File: config.mk
export PLATFORM = sky130hd
export DESIGN_NAME = sta_target
export DESIGN_NICKNAME = d
export VERILOG_FILES = /design/src/sta_pkg.sv /design/src/sta_strap_dec.sv /design/src/sta_target.sv
export SDC_FILE = /design/constraint.sdc
export NUM_CORES = 1
export LEC_CHECK = 0
export BUFFER_PORTS_ARGS = -buffer_cell sky130_fd_sc_hd__buf_2
export CAP_MARGIN = 20
export CORE_MARGIN = 8
export CORE_UTILIZATION = 50
export CTS_BUF_LIST = sky130_fd_sc_hd__clkbuf_8
export CTS_CLUSTER_DIAMETER = 100
export DETAILED_ROUTE_END_ITERATION = 7
export PLACE_DENSITY = 0.75
export SLEW_MARGIN = 5
export SYNTH_ARGS = -nofsm -noshare
export SYNTH_HDL_FRONTEND = slang
export SYNTH_SLANG_ARGS = --single-unit
File: constraint.sdc
create_clock -name mclk -period 5.2 [get_ports mclk]
set_clock_uncertainty 0.2 [all_clocks]
set_input_delay 0.26 -clock mclk [delete_from_list [all_inputs] [get_ports mclk]]
set_output_delay 0.26 -clock mclk [all_outputs]
set_load 0.03 [all_outputs]
File: src/sta_pkg.sv
package sta_pkg;

   // ----------------------------------------------------------------
   // bus protocol constants
   // ----------------------------------------------------------------
   localparam logic [6:0] ARA_ADDR = 7'h0c;
   localparam logic [7:0] CMD_CLEAR_FAULTS = 8'h03;
   localparam logic [7:0] CMD_ALERT_MASK = 8'hd8;
   localparam logic [3:0] BYTE_BITS = 4'h8;
   localparam int MASK_W = 16;
   localparam logic [15:0] MASK_RST = 16'h0000;

   // ----------------------------------------------------------------
   // strap decode map
   // ----------------------------------------------------------------
   localparam int STRAP_PINS = 3;
   localparam int STRAP_COMBOS = 27;
   localparam logic [4:0] LVL_WEIGHT_B = 5'h03;
   localparam logic [4:0] LVL_WEIGHT_C = 5'h09;
   localparam logic [4:0] GRP_B_IDX = 5'h08;
   localparam logic [4:0] GRP_C_IDX = 5'h10;
   localparam logic [6:0] ADDR_BASE_A = 7'h40;
   localparam logic [6:0] ADDR_BASE_B = 7'h10;
   localparam logic [6:0] ADDR_BASE_C = 7'h50;
   localparam logic [6:0] ADDR_LAST_A = 7'h47;
   localparam logic [6:0] ADDR_LAST_B = 7'h17;
   localparam logic [6:0] ADDR_LAST_C = 7'h5a;
   localparam logic [4:0] STRAP_SETTLE_CYC = 5'h10;

   // ----------------------------------------------------------------
   // timing
   // ----------------------------------------------------------------
   localparam int CLK_KHZ = 125000;
   localparam int TMO_MS = 25;
   localparam int TMO_MAX_MS = 35;
   localparam int STRETCH_MS = 25;
   localparam int TMO_CYC = TMO_MS * CLK_KHZ;
   localparam int TMO_MAX_CYC = TMO_MAX_MS * CLK_KHZ;
   localparam int STRETCH_CYC = STRETCH_MS * CLK_KHZ;
   localparam int CNT_W = 23;

   // ----------------------------------------------------------------
   // types
   // ----------------------------------------------------------------
   typedef enum logic [1:0] {LVL_OPEN, LVL_LOW, LVL_HIGH} sta_lvl_t;
   typedef struct packed {logic hi; logic lo;} sta_strap_t;
   typedef struct packed {logic scl; logic sda;} sta_bus_t;
   typedef enum logic [2:0] {ST_IDLE, ST_RX, ST_ACK, ST_TX, ST_TXACK} sta_st_t;
   typedef enum logic [1:0] {K_ADDR, K_CMD, K_DATA} sta_kind_t;

   typedef struct packed {
      sta_bus_t bus_s1;
      sta_bus_t bus_s2;
      sta_bus_t bus_q;
      sta_strap_t [STRAP_PINS-1:0] strap_s1;
      sta_strap_t [STRAP_PINS-1:0] strap_s2;
      logic [4:0] settle;
      logic addr_ok;
      logic [6:0] addr;
      sta_st_t st;
      sta_kind_t kind;
      logic [3:0] bitcnt;
      logic [7:0] sh;
      logic [7:0] cmd;
      logic wr_hi;
      logic rd_hi;
      logic ara;
      logic more;
      logic sda_drv;
      logic scl_drv;
      logic alert_drv;
      logic [MASK_W-1:0] mask;
      logic [MASK_W-1:0] auto_mask;
      logic [CNT_W-1:0] low_cnt;
      logic [CNT_W-1:0] stretch_cnt;
   } sta_regs_t;

endpackage

File: src/sta_strap_dec.sv
module sta_strap_dec (
   input sta_pkg::sta_strap_t [sta_pkg::STRAP_PINS-1:0] strap,
   output logic [6:0] addr
);
   import sta_pkg::*;

   sta_lvl_t [STRAP_PINS-1:0] lvl;
   logic [4:0] idx;

   // ----------------------------------------------------------------
   // three-level sense per pin
   // ----------------------------------------------------------------
   for (genvar i = 0; i < STRAP_PINS; i++)
   begin : g_lvl
      assign lvl[i] = (strap[i].hi && !strap[i].lo) ? LVL_HIGH :
                      (strap[i].lo && !strap[i].hi) ? LVL_LOW : LVL_OPEN;
   end

   // ----------------------------------------------------------------
   // combination index to address
   // ----------------------------------------------------------------
   always_comb
   begin
      idx = 5'(lvl[2]) * LVL_WEIGHT_C + 5'(lvl[1]) * LVL_WEIGHT_B + 5'(lvl[0]);
      if (idx < GRP_B_IDX)
         addr = ADDR_BASE_A + 7'(idx);
      else if (idx < GRP_C_IDX)
         addr = ADDR_BASE_B + 7'(idx - GRP_B_IDX);
      else
         addr = ADDR_BASE_C + 7'(idx - GRP_C_IDX);
   end

endmodule // sta_strap_dec

File: src/sta_target.sv
// Function
// - Each of three strap pins is read as high, low or open, giving 27 address choices.
// - Strap combinations map in order from all-open at 40h through 10h-17h and 50h-5Ah.
// - A transfer is timed out when the clock line stays low longer than 25 ms.
// - After a clock-low timeout the interface is reset within 35 ms of the clock going low.
// - Own clock stretching per message stays within 25 ms, else both lines are released.
// - The alert output is gated by the software mask register and by the automatic mask.
// - The automatic mask is set only by winning an alert response address read.
// - The alert response byte carries the lowest alerting address, found by arbitration.
// - The read counts as won only when the whole own address went out; a loss keeps the alert.
// - After winning the alert response read the alert output is released.
// - Winning the read sets the automatic mask for every fault present at that moment.
// - An automatically masked fault raises no new alert until the clear-faults command clears the automatic mask.
module sta_target #(
   parameter int TMO_CYC = sta_pkg::TMO_CYC,
   parameter int STRETCH_CYC = sta_pkg::STRETCH_CYC
) (
   input wire mclk,
   input wire sys_rst,
   input wire scl_i,
   input wire sda_i,
   input sta_pkg::sta_strap_t addr_strap_a,
   input sta_pkg::sta_strap_t addr_strap_b,
   input sta_pkg::sta_strap_t addr_strap_c,
   input wire [sta_pkg::MASK_W-1:0] fault_in,
   input wire hold_req,
   output logic scl_o,
   output logic scl_oe_n,
   output logic sda_o,
   output logic sda_oe_n,
   output logic alert_o,
   output logic alert_oe_n,
   output logic [6:0] own_addr,
   output logic own_addr_vld,
   output logic [sta_pkg::MASK_W-1:0] auto_alert_suppress
);
   import sta_pkg::*;

   // ----------------------------------------------------------------
   // parameter checks
   // ----------------------------------------------------------------
   if (TMO_CYC < 1 || TMO_CYC > TMO_MAX_CYC || TMO_CYC >= 2 ** CNT_W)
   begin : g_bad_tmo
      $error("timeout count out of range");
   end
   if (STRETCH_CYC < 1 || STRETCH_CYC >= 2 ** CNT_W)
   begin : g_bad_str
      $error("stretch budget out of range");
   end

   localparam logic [CNT_W-1:0] TMO_CNT = CNT_W'(TMO_CYC);
   localparam logic [CNT_W-1:0] STR_CNT = CNT_W'(STRETCH_CYC);

   sta_regs_t r;
   sta_regs_t n;
   sta_bus_t bus_in;
   sta_strap_t [STRAP_PINS-1:0] strap_in;
   logic [6:0] dec_addr;
   logic scl_rise;
   logic scl_fall;
   logic start_c;
   logic stop_c;
   logic pending;
   logic ara_win;
   logic clear_evt;

   assign bus_in = {scl_i, sda_i};
   assign strap_in = {addr_strap_c, addr_strap_b, addr_strap_a};

   sta_strap_dec u_dec (
      .strap(r.strap_s2),
      .addr(dec_addr)
   );

   // ----------------------------------------------------------------
   // bus events
   // ----------------------------------------------------------------
   assign scl_rise = r.bus_s2.scl && !r.bus_q.scl;
   assign scl_fall = !r.bus_s2.scl && r.bus_q.scl;
   assign start_c = r.bus_s2.scl && r.bus_q.scl && r.bus_q.sda && !r.bus_s2.sda;
   assign stop_c = r.bus_s2.scl && r.bus_q.scl && !r.bus_q.sda && r.bus_s2.sda;
   assign pending = |(fault_in & ~r.mask & ~r.auto_mask);

   // ----------------------------------------------------------------
   // next state
   // ----------------------------------------------------------------
   always_comb
   begin
      n = r;
      ara_win = 1'b0;
      clear_evt = 1'b0;
      n.bus_s1 = bus_in;
      n.bus_s2 = r.bus_s1;
      n.bus_q = r.bus_s2;
      n.strap_s1 = strap_in;
      n.strap_s2 = r.strap_s1;
      if (!r.addr_ok)
      begin
         if (r.settle == STRAP_SETTLE_CYC)
         begin
            n.addr = dec_addr;
            n.addr_ok = 1'b1;
         end
         else
            n.settle = r.settle + 5'h01;
      end
      if (r.bus_s2.scl)
         n.low_cnt = '0;
      else if (r.low_cnt < TMO_CNT)
         n.low_cnt = r.low_cnt + CNT_W'(1);
      n.stretch_cnt = r.stretch_cnt + CNT_W'(r.scl_drv);
      case (r.st)
         ST_RX:
         begin
            if (scl_rise)
            begin
               n.sh = {r.sh[6:0], r.bus_s2.sda};
               n.bitcnt = r.bitcnt + 4'h1;
            end
            else if (scl_fall && r.bitcnt == BYTE_BITS)
            begin
               n.bitcnt = '0;
               n.st = ST_ACK;
               n.sda_drv = 1'b1;
               case (r.kind)
                  K_ADDR:
                  begin
                     n.ara = 1'b0;
                     n.rd_hi = 1'b0;
                     if (r.addr_ok && r.sh[7:1] == r.addr)
                     begin
                        n.kind = K_CMD;
                        n.more = r.sh[0];
                     end
                     else if (r.addr_ok && r.sh[7:1] == ARA_ADDR && r.sh[0] && pending)
                     begin
                        n.ara = 1'b1;
                        n.more = 1'b1;
                     end
                     else
                     begin
                        n.st = ST_IDLE;
                        n.sda_drv = 1'b0;
                     end
                  end
                  K_CMD:
                  begin
                     n.cmd = r.sh;
                     n.kind = K_DATA;
                     n.wr_hi = 1'b0;
                     clear_evt = (r.sh == CMD_CLEAR_FAULTS);
                  end
                  default:
                  begin
                     if (r.cmd == CMD_ALERT_MASK && r.wr_hi)
                        n.mask[15:8] = r.sh;
                     else if (r.cmd == CMD_ALERT_MASK)
                        n.mask[7:0] = r.sh;
                     n.wr_hi = 1'b1;
                  end
               endcase
            end
         end
         ST_ACK:
         begin
            if (scl_fall)
            begin
               n.sda_drv = 1'b0;
               n.st = ST_RX;
               if (r.more)
               begin
                  n.st = ST_TX;
                  if (r.ara)
                     n.sh = {r.addr, 1'b1};
                  else if (r.cmd == CMD_ALERT_MASK)
                     n.sh = r.mask[7:0];
                  else
                     n.sh = 8'h00;
                  n.sda_drv = !n.sh[7];
               end
            end
         end
         ST_TX:
         begin
            if (scl_rise)
            begin
               if (r.sh[7] && !r.bus_s2.sda)
               begin
                  n.st = ST_IDLE;
                  n.sda_drv = 1'b0;
               end
               else
                  n.bitcnt = r.bitcnt + 4'h1;
            end
            else if (scl_fall)
            begin
               if (r.bitcnt == BYTE_BITS)
               begin
                  n.st = ST_TXACK;
                  n.sda_drv = 1'b0;
                  n.bitcnt = '0;
                  n.more = 1'b0;
                  ara_win = r.ara;
               end
               else
               begin
                  n.sh = {r.sh[6:0], 1'b0};
                  n.sda_drv = !r.sh[6];
               end
            end
         end
         ST_TXACK:
         begin
            if (scl_rise && !r.bus_s2.sda && !r.ara && !r.rd_hi)
            begin
               n.rd_hi = 1'b1;
               n.more = 1'b1;
            end
            else if (scl_fall && r.more)
            begin
               n.st = ST_TX;
               n.more = 1'b0;
               n.sh = (r.cmd == CMD_ALERT_MASK) ? r.mask[15:8] : 8'h00;
               n.sda_drv = !n.sh[7];
            end
            else if (scl_fall)
               n.st = ST_IDLE;
         end
         default:
         begin
         end
      endcase
      if (ara_win)
         n.auto_mask = r.auto_mask | fault_in;
      if (clear_evt)
         n.auto_mask = '0;
      if (start_c)
      begin
         n.st = ST_RX;
         n.kind = K_ADDR;
         n.bitcnt = '0;
         n.sda_drv = 1'b0;
         n.ara = 1'b0;
         n.more = 1'b0;
         n.stretch_cnt = '0;
      end
      if (stop_c)
      begin
         n.st = ST_IDLE;
         n.sda_drv = 1'b0;
         n.stretch_cnt = '0;
      end
      n.scl_drv = (n.st != ST_IDLE) && hold_req && (r.scl_drv || scl_fall)
                  && (n.stretch_cnt < STR_CNT);
      if (n.stretch_cnt >= STR_CNT)
      begin
         n.st = ST_IDLE;
         n.sda_drv = 1'b0;
         n.stretch_cnt = STR_CNT;
      end
      if (r.low_cnt == TMO_CNT)
      begin
         n.st = ST_IDLE;
         n.sda_drv = 1'b0;
         n.scl_drv = 1'b0;
      end
      n.alert_drv = pending;
   end

   // ----------------------------------------------------------------
   // state register
   // ----------------------------------------------------------------
   always_ff @(posedge mclk or posedge sys_rst)
   begin
      if (sys_rst)
      begin
         r <= '0;
         r.bus_s1 <= 2'h3;
         r.bus_s2 <= 2'h3;
         r.bus_q <= 2'h3;
         r.mask <= MASK_RST;
      end
      else
         r <= n;
   end

   assign scl_o = 1'b0;
   assign sda_o = 1'b0;
   assign alert_o = 1'b0;
   assign scl_oe_n = !r.scl_drv;
   assign sda_oe_n = !r.sda_drv;
   assign alert_oe_n = !r.alert_drv;
   assign own_addr = r.addr;
   assign own_addr_vld = r.addr_ok;
   assign auto_alert_suppress = r.auto_mask;
endmodule // sta_target

---- Yosys cells after proc, flatten, opt, wreduce, memory -nomap -nowiden ----
Cells that the tools add are included.
storage, ports and cells
  flip-flop bits (word level) ............. 141
  memory bits (read-only) ................. 0
  input port bits ......................... 27
  output and inout port bits .............. 30
  word-level logic and storage cells ...... 282
  memories kept ........................... 0
  bits in latches ......................... 0
  memory bits (writable) .................. 0
operators by class
  eq/ne operators ......................... 45
  reductions and logical operators ........ 74
  bitwise logic cells ..................... 11
  $mul .................................... 2
  shift-type cells ........................ 0
  $add $sub $neg .......................... 11
  div/mod/pow operators ................... 0
  order comparisons ....................... 5
  muxes and demuxes ....................... 96
operator list
  cell                                                                                   count
  8-bit 2-to-1 mux                                                                       15
  23-bit 2-to-1 mux                                                                      5
  23-bit by 22-bit < comparator with 1-bit output, second input constant                 2
  3-bit 2-to-1 mux                                                                       13
  16-bit AND                                                                             2
  16-bit 2-to-1 mux                                                                      2
  16-bit inverter                                                                        2
  8-bit case mux with 4 select lines                                                     1
  6-bit inequality test, second input constant                                           5
  1-bit 2-to-1 mux                                                                       28
  4-bit 2-to-1 mux                                                                       7
  1-bit logical AND                                                                      27
  2-bit 2-to-1 mux                                                                       12
  4-bit inequality test, second input constant                                           6
  23-bit by 1-bit adder with 23-bit output                                               1
  23-bit by 1-bit adder with 23-bit output, second input constant                        1
  23-bit by 22-bit == test with 1-bit output, second input constant                      1
  23-bit by 22-bit greater-or-equal comparator with 1-bit output, second input constant  1
  2-bit inequality test, second input constant                                           11
  5-bit AND reduction                                                                    4
  1-bit zero test                                                                        18
  9-bit 2-to-1 mux                                                                       2
  3-bit inequality test, second input constant                                           6
  9-bit AND reduction                                                                    2
  49 further kinds                                                                       70

---- Logic depth before layout (Yosys ltp) ----
  depth after elaboration ................. 18
  depth in mapped cells ................... 11
  gate-level depth less buffers ........... 11

---- Hierarchy ----
Synthesis repeated with hierarchy kept, for this count alone.
unflattened totals
  cells, all modules ...................... 823
  area, all modules ....................... 7930.1 sq um
by module, submodules not included
  module         sequential area each (sq um)  instances  area an instance (sq um)  cells each
  sta_target     3535.9                        1          7547.2                    772
  sta_strap_dec  0.0                           1          382.9                     51

---- Worst setup path after synthesis ----
No wires, ideal clock.
  path kind ............................... register -> register
  start point ............................. reg r[126] in the netlist's numbering
  end point ............................... reg r (netlist bit own_addr[3])
  required time ........................... 4.875 ns
  clock period less this slack ............ 3.042 ns
  data arrival time ....................... 2.717 ns
  path slack .............................. 2.158 ns
  stages on the path, launching flop included .. 12
  path through ............................ dfrtp_1 -> inv_1 -> ha_1 -> inv_1 -> fa_1 -> inv_1 -> fa_1 -> fa_1 -> a31oi_1 -> xor2_1 -> nor2_1 -> mux2_2
between the ends
  cells in the longest elaborated chain, start to end .. 11
  elaborated cells on any way between the ends .. 17
  classes of those cells .................. add/sub (7); mul (1); order compare (2); mux (4); reduce/logical (3)
ends and longest elaborated chain
  item                                                                                                               line                                      source
  from (decl)                                                                                                        sta_target.sv:54                          sta_regs_t r;
  from (signal assigned)                                                                                             sta_target.sv:284                         r <= n;
  1-bit zero test                                                                                                    sta_strap_dec.sv:16                       (strap[i].lo && !strap[i].hi) ? LVL_LOW : LVL_OPEN;
  1-bit logical AND                                                                                                  sta_strap_dec.sv:16
  1-bit 2-to-1 mux                                                                                                   sta_strap_dec.sv:16
  2-bit 2-to-1 mux (*)                                                                                               sta_strap_dec.sv:15                       assign lvl[i] = (strap[i].hi && !strap[i].lo) ? LVL_HIGH :
  2-bit by 2-bit multiplier with 4-bit output (*)                                                                    sta_strap_dec.sv:24                       idx = 5'(lvl[2]) * LVL_WEIGHT_C + 5'(lvl[1]) * LVL_WEIGHT_B + 5'(lvl[0]);
  5-bit by 4-bit adder with 5-bit output (*)                                                                         sta_strap_dec.sv:24
  5-bit by 2-bit adder with 5-bit output (*)                                                                         sta_strap_dec.sv:24
  5-bit by 5-bit subtractor with 6-bit output / 5-bit by 4-bit subtractor with 6-bit output (equally long branches)  sta_strap_dec.sv:30, sta_strap_dec.sv:28
  7-bit adder / 5-bit by 7-bit adder with 7-bit output (equally long branches)                                       sta_strap_dec.sv:30, sta_strap_dec.sv:28
  7-bit 2-to-1 mux                                                                                                   sta_strap_dec.sv:27                       else if (idx < GRP_C_IDX)
  7-bit 2-to-1 mux (*)                                                                                               sta_strap_dec.sv:25                       if (idx < GRP_B_IDX)
Mark *: on every way between the ends. The rest lies on a longest branch, timed or not.
A chain may end at the register's enable or synchronous reset.

---- Worst setup path after layout ----
  start point ............................. reg r (netlist bit n[136])
  end point ............................... reg r (netlist bit auto_alert_suppress[15])
between the ends
  cells in the longest elaborated chain, start to end .. 7
  elaborated cells on any way between the ends .. 12
  classes of those cells .................. mux (7); reduce/logical (5)
ends and longest elaborated chain
  item                                                            line               source
  1-bit zero test                                                 sta_target.sv:79   assign scl_fall = !r.bus_s2.scl && r.bus_q.scl;
  1-bit logical AND                                               sta_target.sv:79
  1-bit logical AND                                               sta_target.sv:120  else if (scl_fall && r.bitcnt == BYTE_BITS)
  1-bit 2-to-1 mux                                                sta_target.sv:120
  1-bit 2-to-1 mux                                                sta_target.sv:115  if (scl_rise)
  1-bit 2-to-1 mux                                                sta_target.sv:112  case (r.st)
  16-bit 2-to-1 mux / 2-bit nonzero test (equally long branches)  -
Several ways; a longest one is shown, not always the timed one.

==> results.sh <==
export IMPL_async_flop_share=1.00
export IMPL_synth_edf_count=0
export IMPL_start_util=0.512
export IMPL_relSlewSlack=0.358
export IMPL_synth_cells_most_frequent="135 x dfrtp_1, 101 x nor2_1, 47 x a21oi_1, 46 x nand2_1, 35 x inv_1"
export IMPL_netlist_area_leader_share=0.454
export IMPL_antennaDiodeCount=0
export IMPL_synth_yosys_seq_area_share=0.475
export IMPL_synthCells=748
export IMPL_via_per_inst=5.46
export IMPL_synth_most_common_cell="dfrtp_1"
export IMPL_max_stage_delay_ns=0.78
export IMPL_fp_dieH_microns=138
export IMPL_ctsLongestPathBuffers=2
export IMPL_rows=44
export IMPL_p_sw_frac=0.287
export IMPL_clk_latency_ns=0.46
export IMPL_synthTopCellsByArea="dfrtp_1 45%, nor2_1 5.1%, mux2_2 4.2%"
export IMPL_gp_congestion=0.888
export IMPL_pwr_share_clk=0.362
export IMPL_overflow=0
export IMPL_syn_cell_area_sq_um=7440
export IMPL_cts_buffers=17
export IMPL_synth_simple_area_share=0.200
export IMPL_end_kind="flip-flop"
export IMPL_holdWs_ns=0.155
export IMPL_setup_viol=0
export IMPL_fillers=1278
export IMPL_critical_path_class="reg -> reg"
export IMPL_critPathSlowestCell="nor4_4"
export IMPL_ioPinCount=57
export IMPL_cts_hold_buffers_added=26
export IMPL_grt_max_degree=89
export IMPL_worst_slew_pin_transition_ns=0.959
export IMPL_critPathArrivalTime_ns=3.38
export IMPL_rsz0062_at_grt="no"
export IMPL_drt_wl_total_mm=15.6
export IMPL_cts_setup_buffers=0
export IMPL_drive_gt1_frac=0.180
export IMPL_synth_top_family_by_area="simple AND/OR/NAND/NOR gates"
export IMPL_required_ns=5.30
export IMPL_seqPwrFrac=0.525
export IMPL_clock_sinks=141
export IMPL_ys_warn_count=0
export IMPL_ys_types=74
export IMPL_ant_nets=0
export IMPL_ys_seq_elements=141
export IMPL_min_path_type="reg -> reg"
export IMPL_cts_tree="yes"
export IMPL_worstSetupStartpointType="flip-flop"
export IMPL_hpwl_mm=10.7
export IMPL_vias=5437
export IMPL_critPathMaxFanout=27
export IMPL_layout_area_overhead_vs_synth_pct=11.6
export IMPL_stdcell_count=996
export IMPL_synth_top_area_cell="dfrtp_1"
export IMPL_reg2regPathDepth=8
export IMPL_utilization=0.571
export IMPL_max_freq_ghz=0.305
export IMPL_peakVddDrop_mv=0.185
export IMPL_grt_usage=0.172
export IMPL_cts_clk_slew_worst_paths_ns=0.07
export IMPL_drc_errors=0
export IMPL_path_cells="inv_1 -> ha_1 -> nand3_1 -> or2_2 -> nor3_2 -> nand2_2 -> nor4_4 -> nor2_1"
export IMPL_p_sw_uw=690
export IMPL_grt_pass1_vias=5372
export IMPL_die_area_sq_um=19000
export IMPL_syn_area_per_cell_sq_um=9.95
export IMPL_hold_viol_final=0
export IMPL_first_pass_iters=6
export IMPL_yosys_mux_area_fraction=0.0491
export IMPL_cts_root_buf="clkbuf_8"
export IMPL_power_total_mw=2.40
export IMPL_p_int_mw=1.71
export IMPL_core_area_sq_um=14500
export IMPL_antenna_found_initial=0
export IMPL_cap_violations=0
export IMPL_finalNetCount=846
export IMPL_period_minus_slack_ns=3.28
export IMPL_period_share=0.630
export IMPL_wl_per_cell_microns=15.7
export IMPL_drt_iter0_drc=403
export IMPL_synthAdderAreaFrac=0.0367
export IMPL_grt_pass1_wl_mm=26.5
export IMPL_synth_xor_area_frac=0.0636
export IMPL_cellLeakagePower_nw=3.75
export IMPL_dp_cells=937
export IMPL_synth_ff_type="dfrtp_1"
export IMPL_powerDensity_nw_per_um2=289
export IMPL_setup_tns_ns=0
export IMPL_cts_max_level=4
export IMPL_worstHoldPathCells=0
export IMPL_pwr_share_comb=0.113
export IMPL_drv_slew=0
export IMPL_die_w_microns=138
export IMPL_synth_compound_area_frac=0.114
export IMPL_outcome="finished, final reports clean"
export IMPL_numPortBuffers=53
export IMPL_cts_resized=0
[cell type report]
| cell class | instances | area [sq um] | area share |
|---|---|---|---|
| Clock inverter | 14 | 145 | 0.0175 |
| Multi-Input combinational cell | 522 | 3460 | 0.417 |
| Tap cell | 184 | 230 | 0.0277 |
| Clock buffer | 18 | 248 | 0.0298 |
| Inverter | 35 | 136 | 0.0164 |
| Timing Repair Buffer | 82 | 548 | 0.0660 |
| Sequential cell | 141 | 3540 | 0.426 |
[state kept, by name, indices dropped and copies added (netlist names)]
| signal | count |
|---|---|
| own_addr_vld | 1 |
| n | 10 |
| r | 107 |
| auto_alert_suppress | 16 |
| own_addr | 7 |
[critical path, delay by kind of cell (launching register included)]
kind          cells  cell delay (ns)
fa+ha+maj         1             0.37
buf+inv           1             0.10
flops             1             0.52
simple gates      6             1.92
[power by group through the flow]
stage | combinational [mW] | sequential [mW] | clock (mW)
finish | 0.272 | 1.26 | 0.870
global route | 0.309 | 1.27 | 0.938
CTS | 0.275 | 1.26 | 0.891
detailed placement | 0.258 | 1.28 | 0
global placement | 0.253 | 1.28 | 0
floorplan | 0.255 | 1.21 | 0
[cell usage in the layout, fill, tap and decap left out, types with 13 or more instances in the layout]
master	instances
ha_1	17
clkbuf_8	18
xnor2_1	27
nor2b_1	13
inv_1	35
o21ai_0	22
buf_2	53
dlygate4sd3_1	26
nor4_1	13
mux2_2	28
nor2_1	101
nand4_1	16
a21oi_1	47
nand3_1	30
nand2_1	46
xor2_1	27
dfrtp_1	135
[cell families (layout without fill, tap and decap cells)]
logic type	after synthesis	after routing
other cells	1	4
compound gates	123	123
flops	141	141
buf+inv	88	149
simple gates	288	288
xor+xnor	54	54
mux	33	33
fa+ha+maj	20	20
[stage by stage]
| stage | setup slack, ns | area, sq um |
|---|---|---|
| finish | 1.92 | 8300 |
| global route | 1.64 | 8300 |
| CTS | 1.92 | 8300 |
| detailed placement | 1.94 | 7640 |
| global placement | 2.00 | 7640 |
| floorplan | 0.969 | 7450 |
[layer usage]
metal / part of all wire / track usage
met3: 0.060 / 0.0442
met4: 0.016 / 0.0573
met1: 0.48 / 0.239
met2: 0.45 / 0.257
met5: 0 / 0
[worst paths after layout]
path	slack [ns]	end	from
worst min register to register	0.16	r[128]	n[128]
min in group asynchronous	0.30	n[128]	sys_rst
worst min-delay path	0.16	r[128]	n[128]
worst max-delay path	1.92	auto_alert_suppress[15]	n[136]
worst max register to register	1.92	auto_alert_suppress[15]	n[136]
max in group asynchronous	3.32	r[11]	sys_rst
Power figures use the tool's default switching activity.
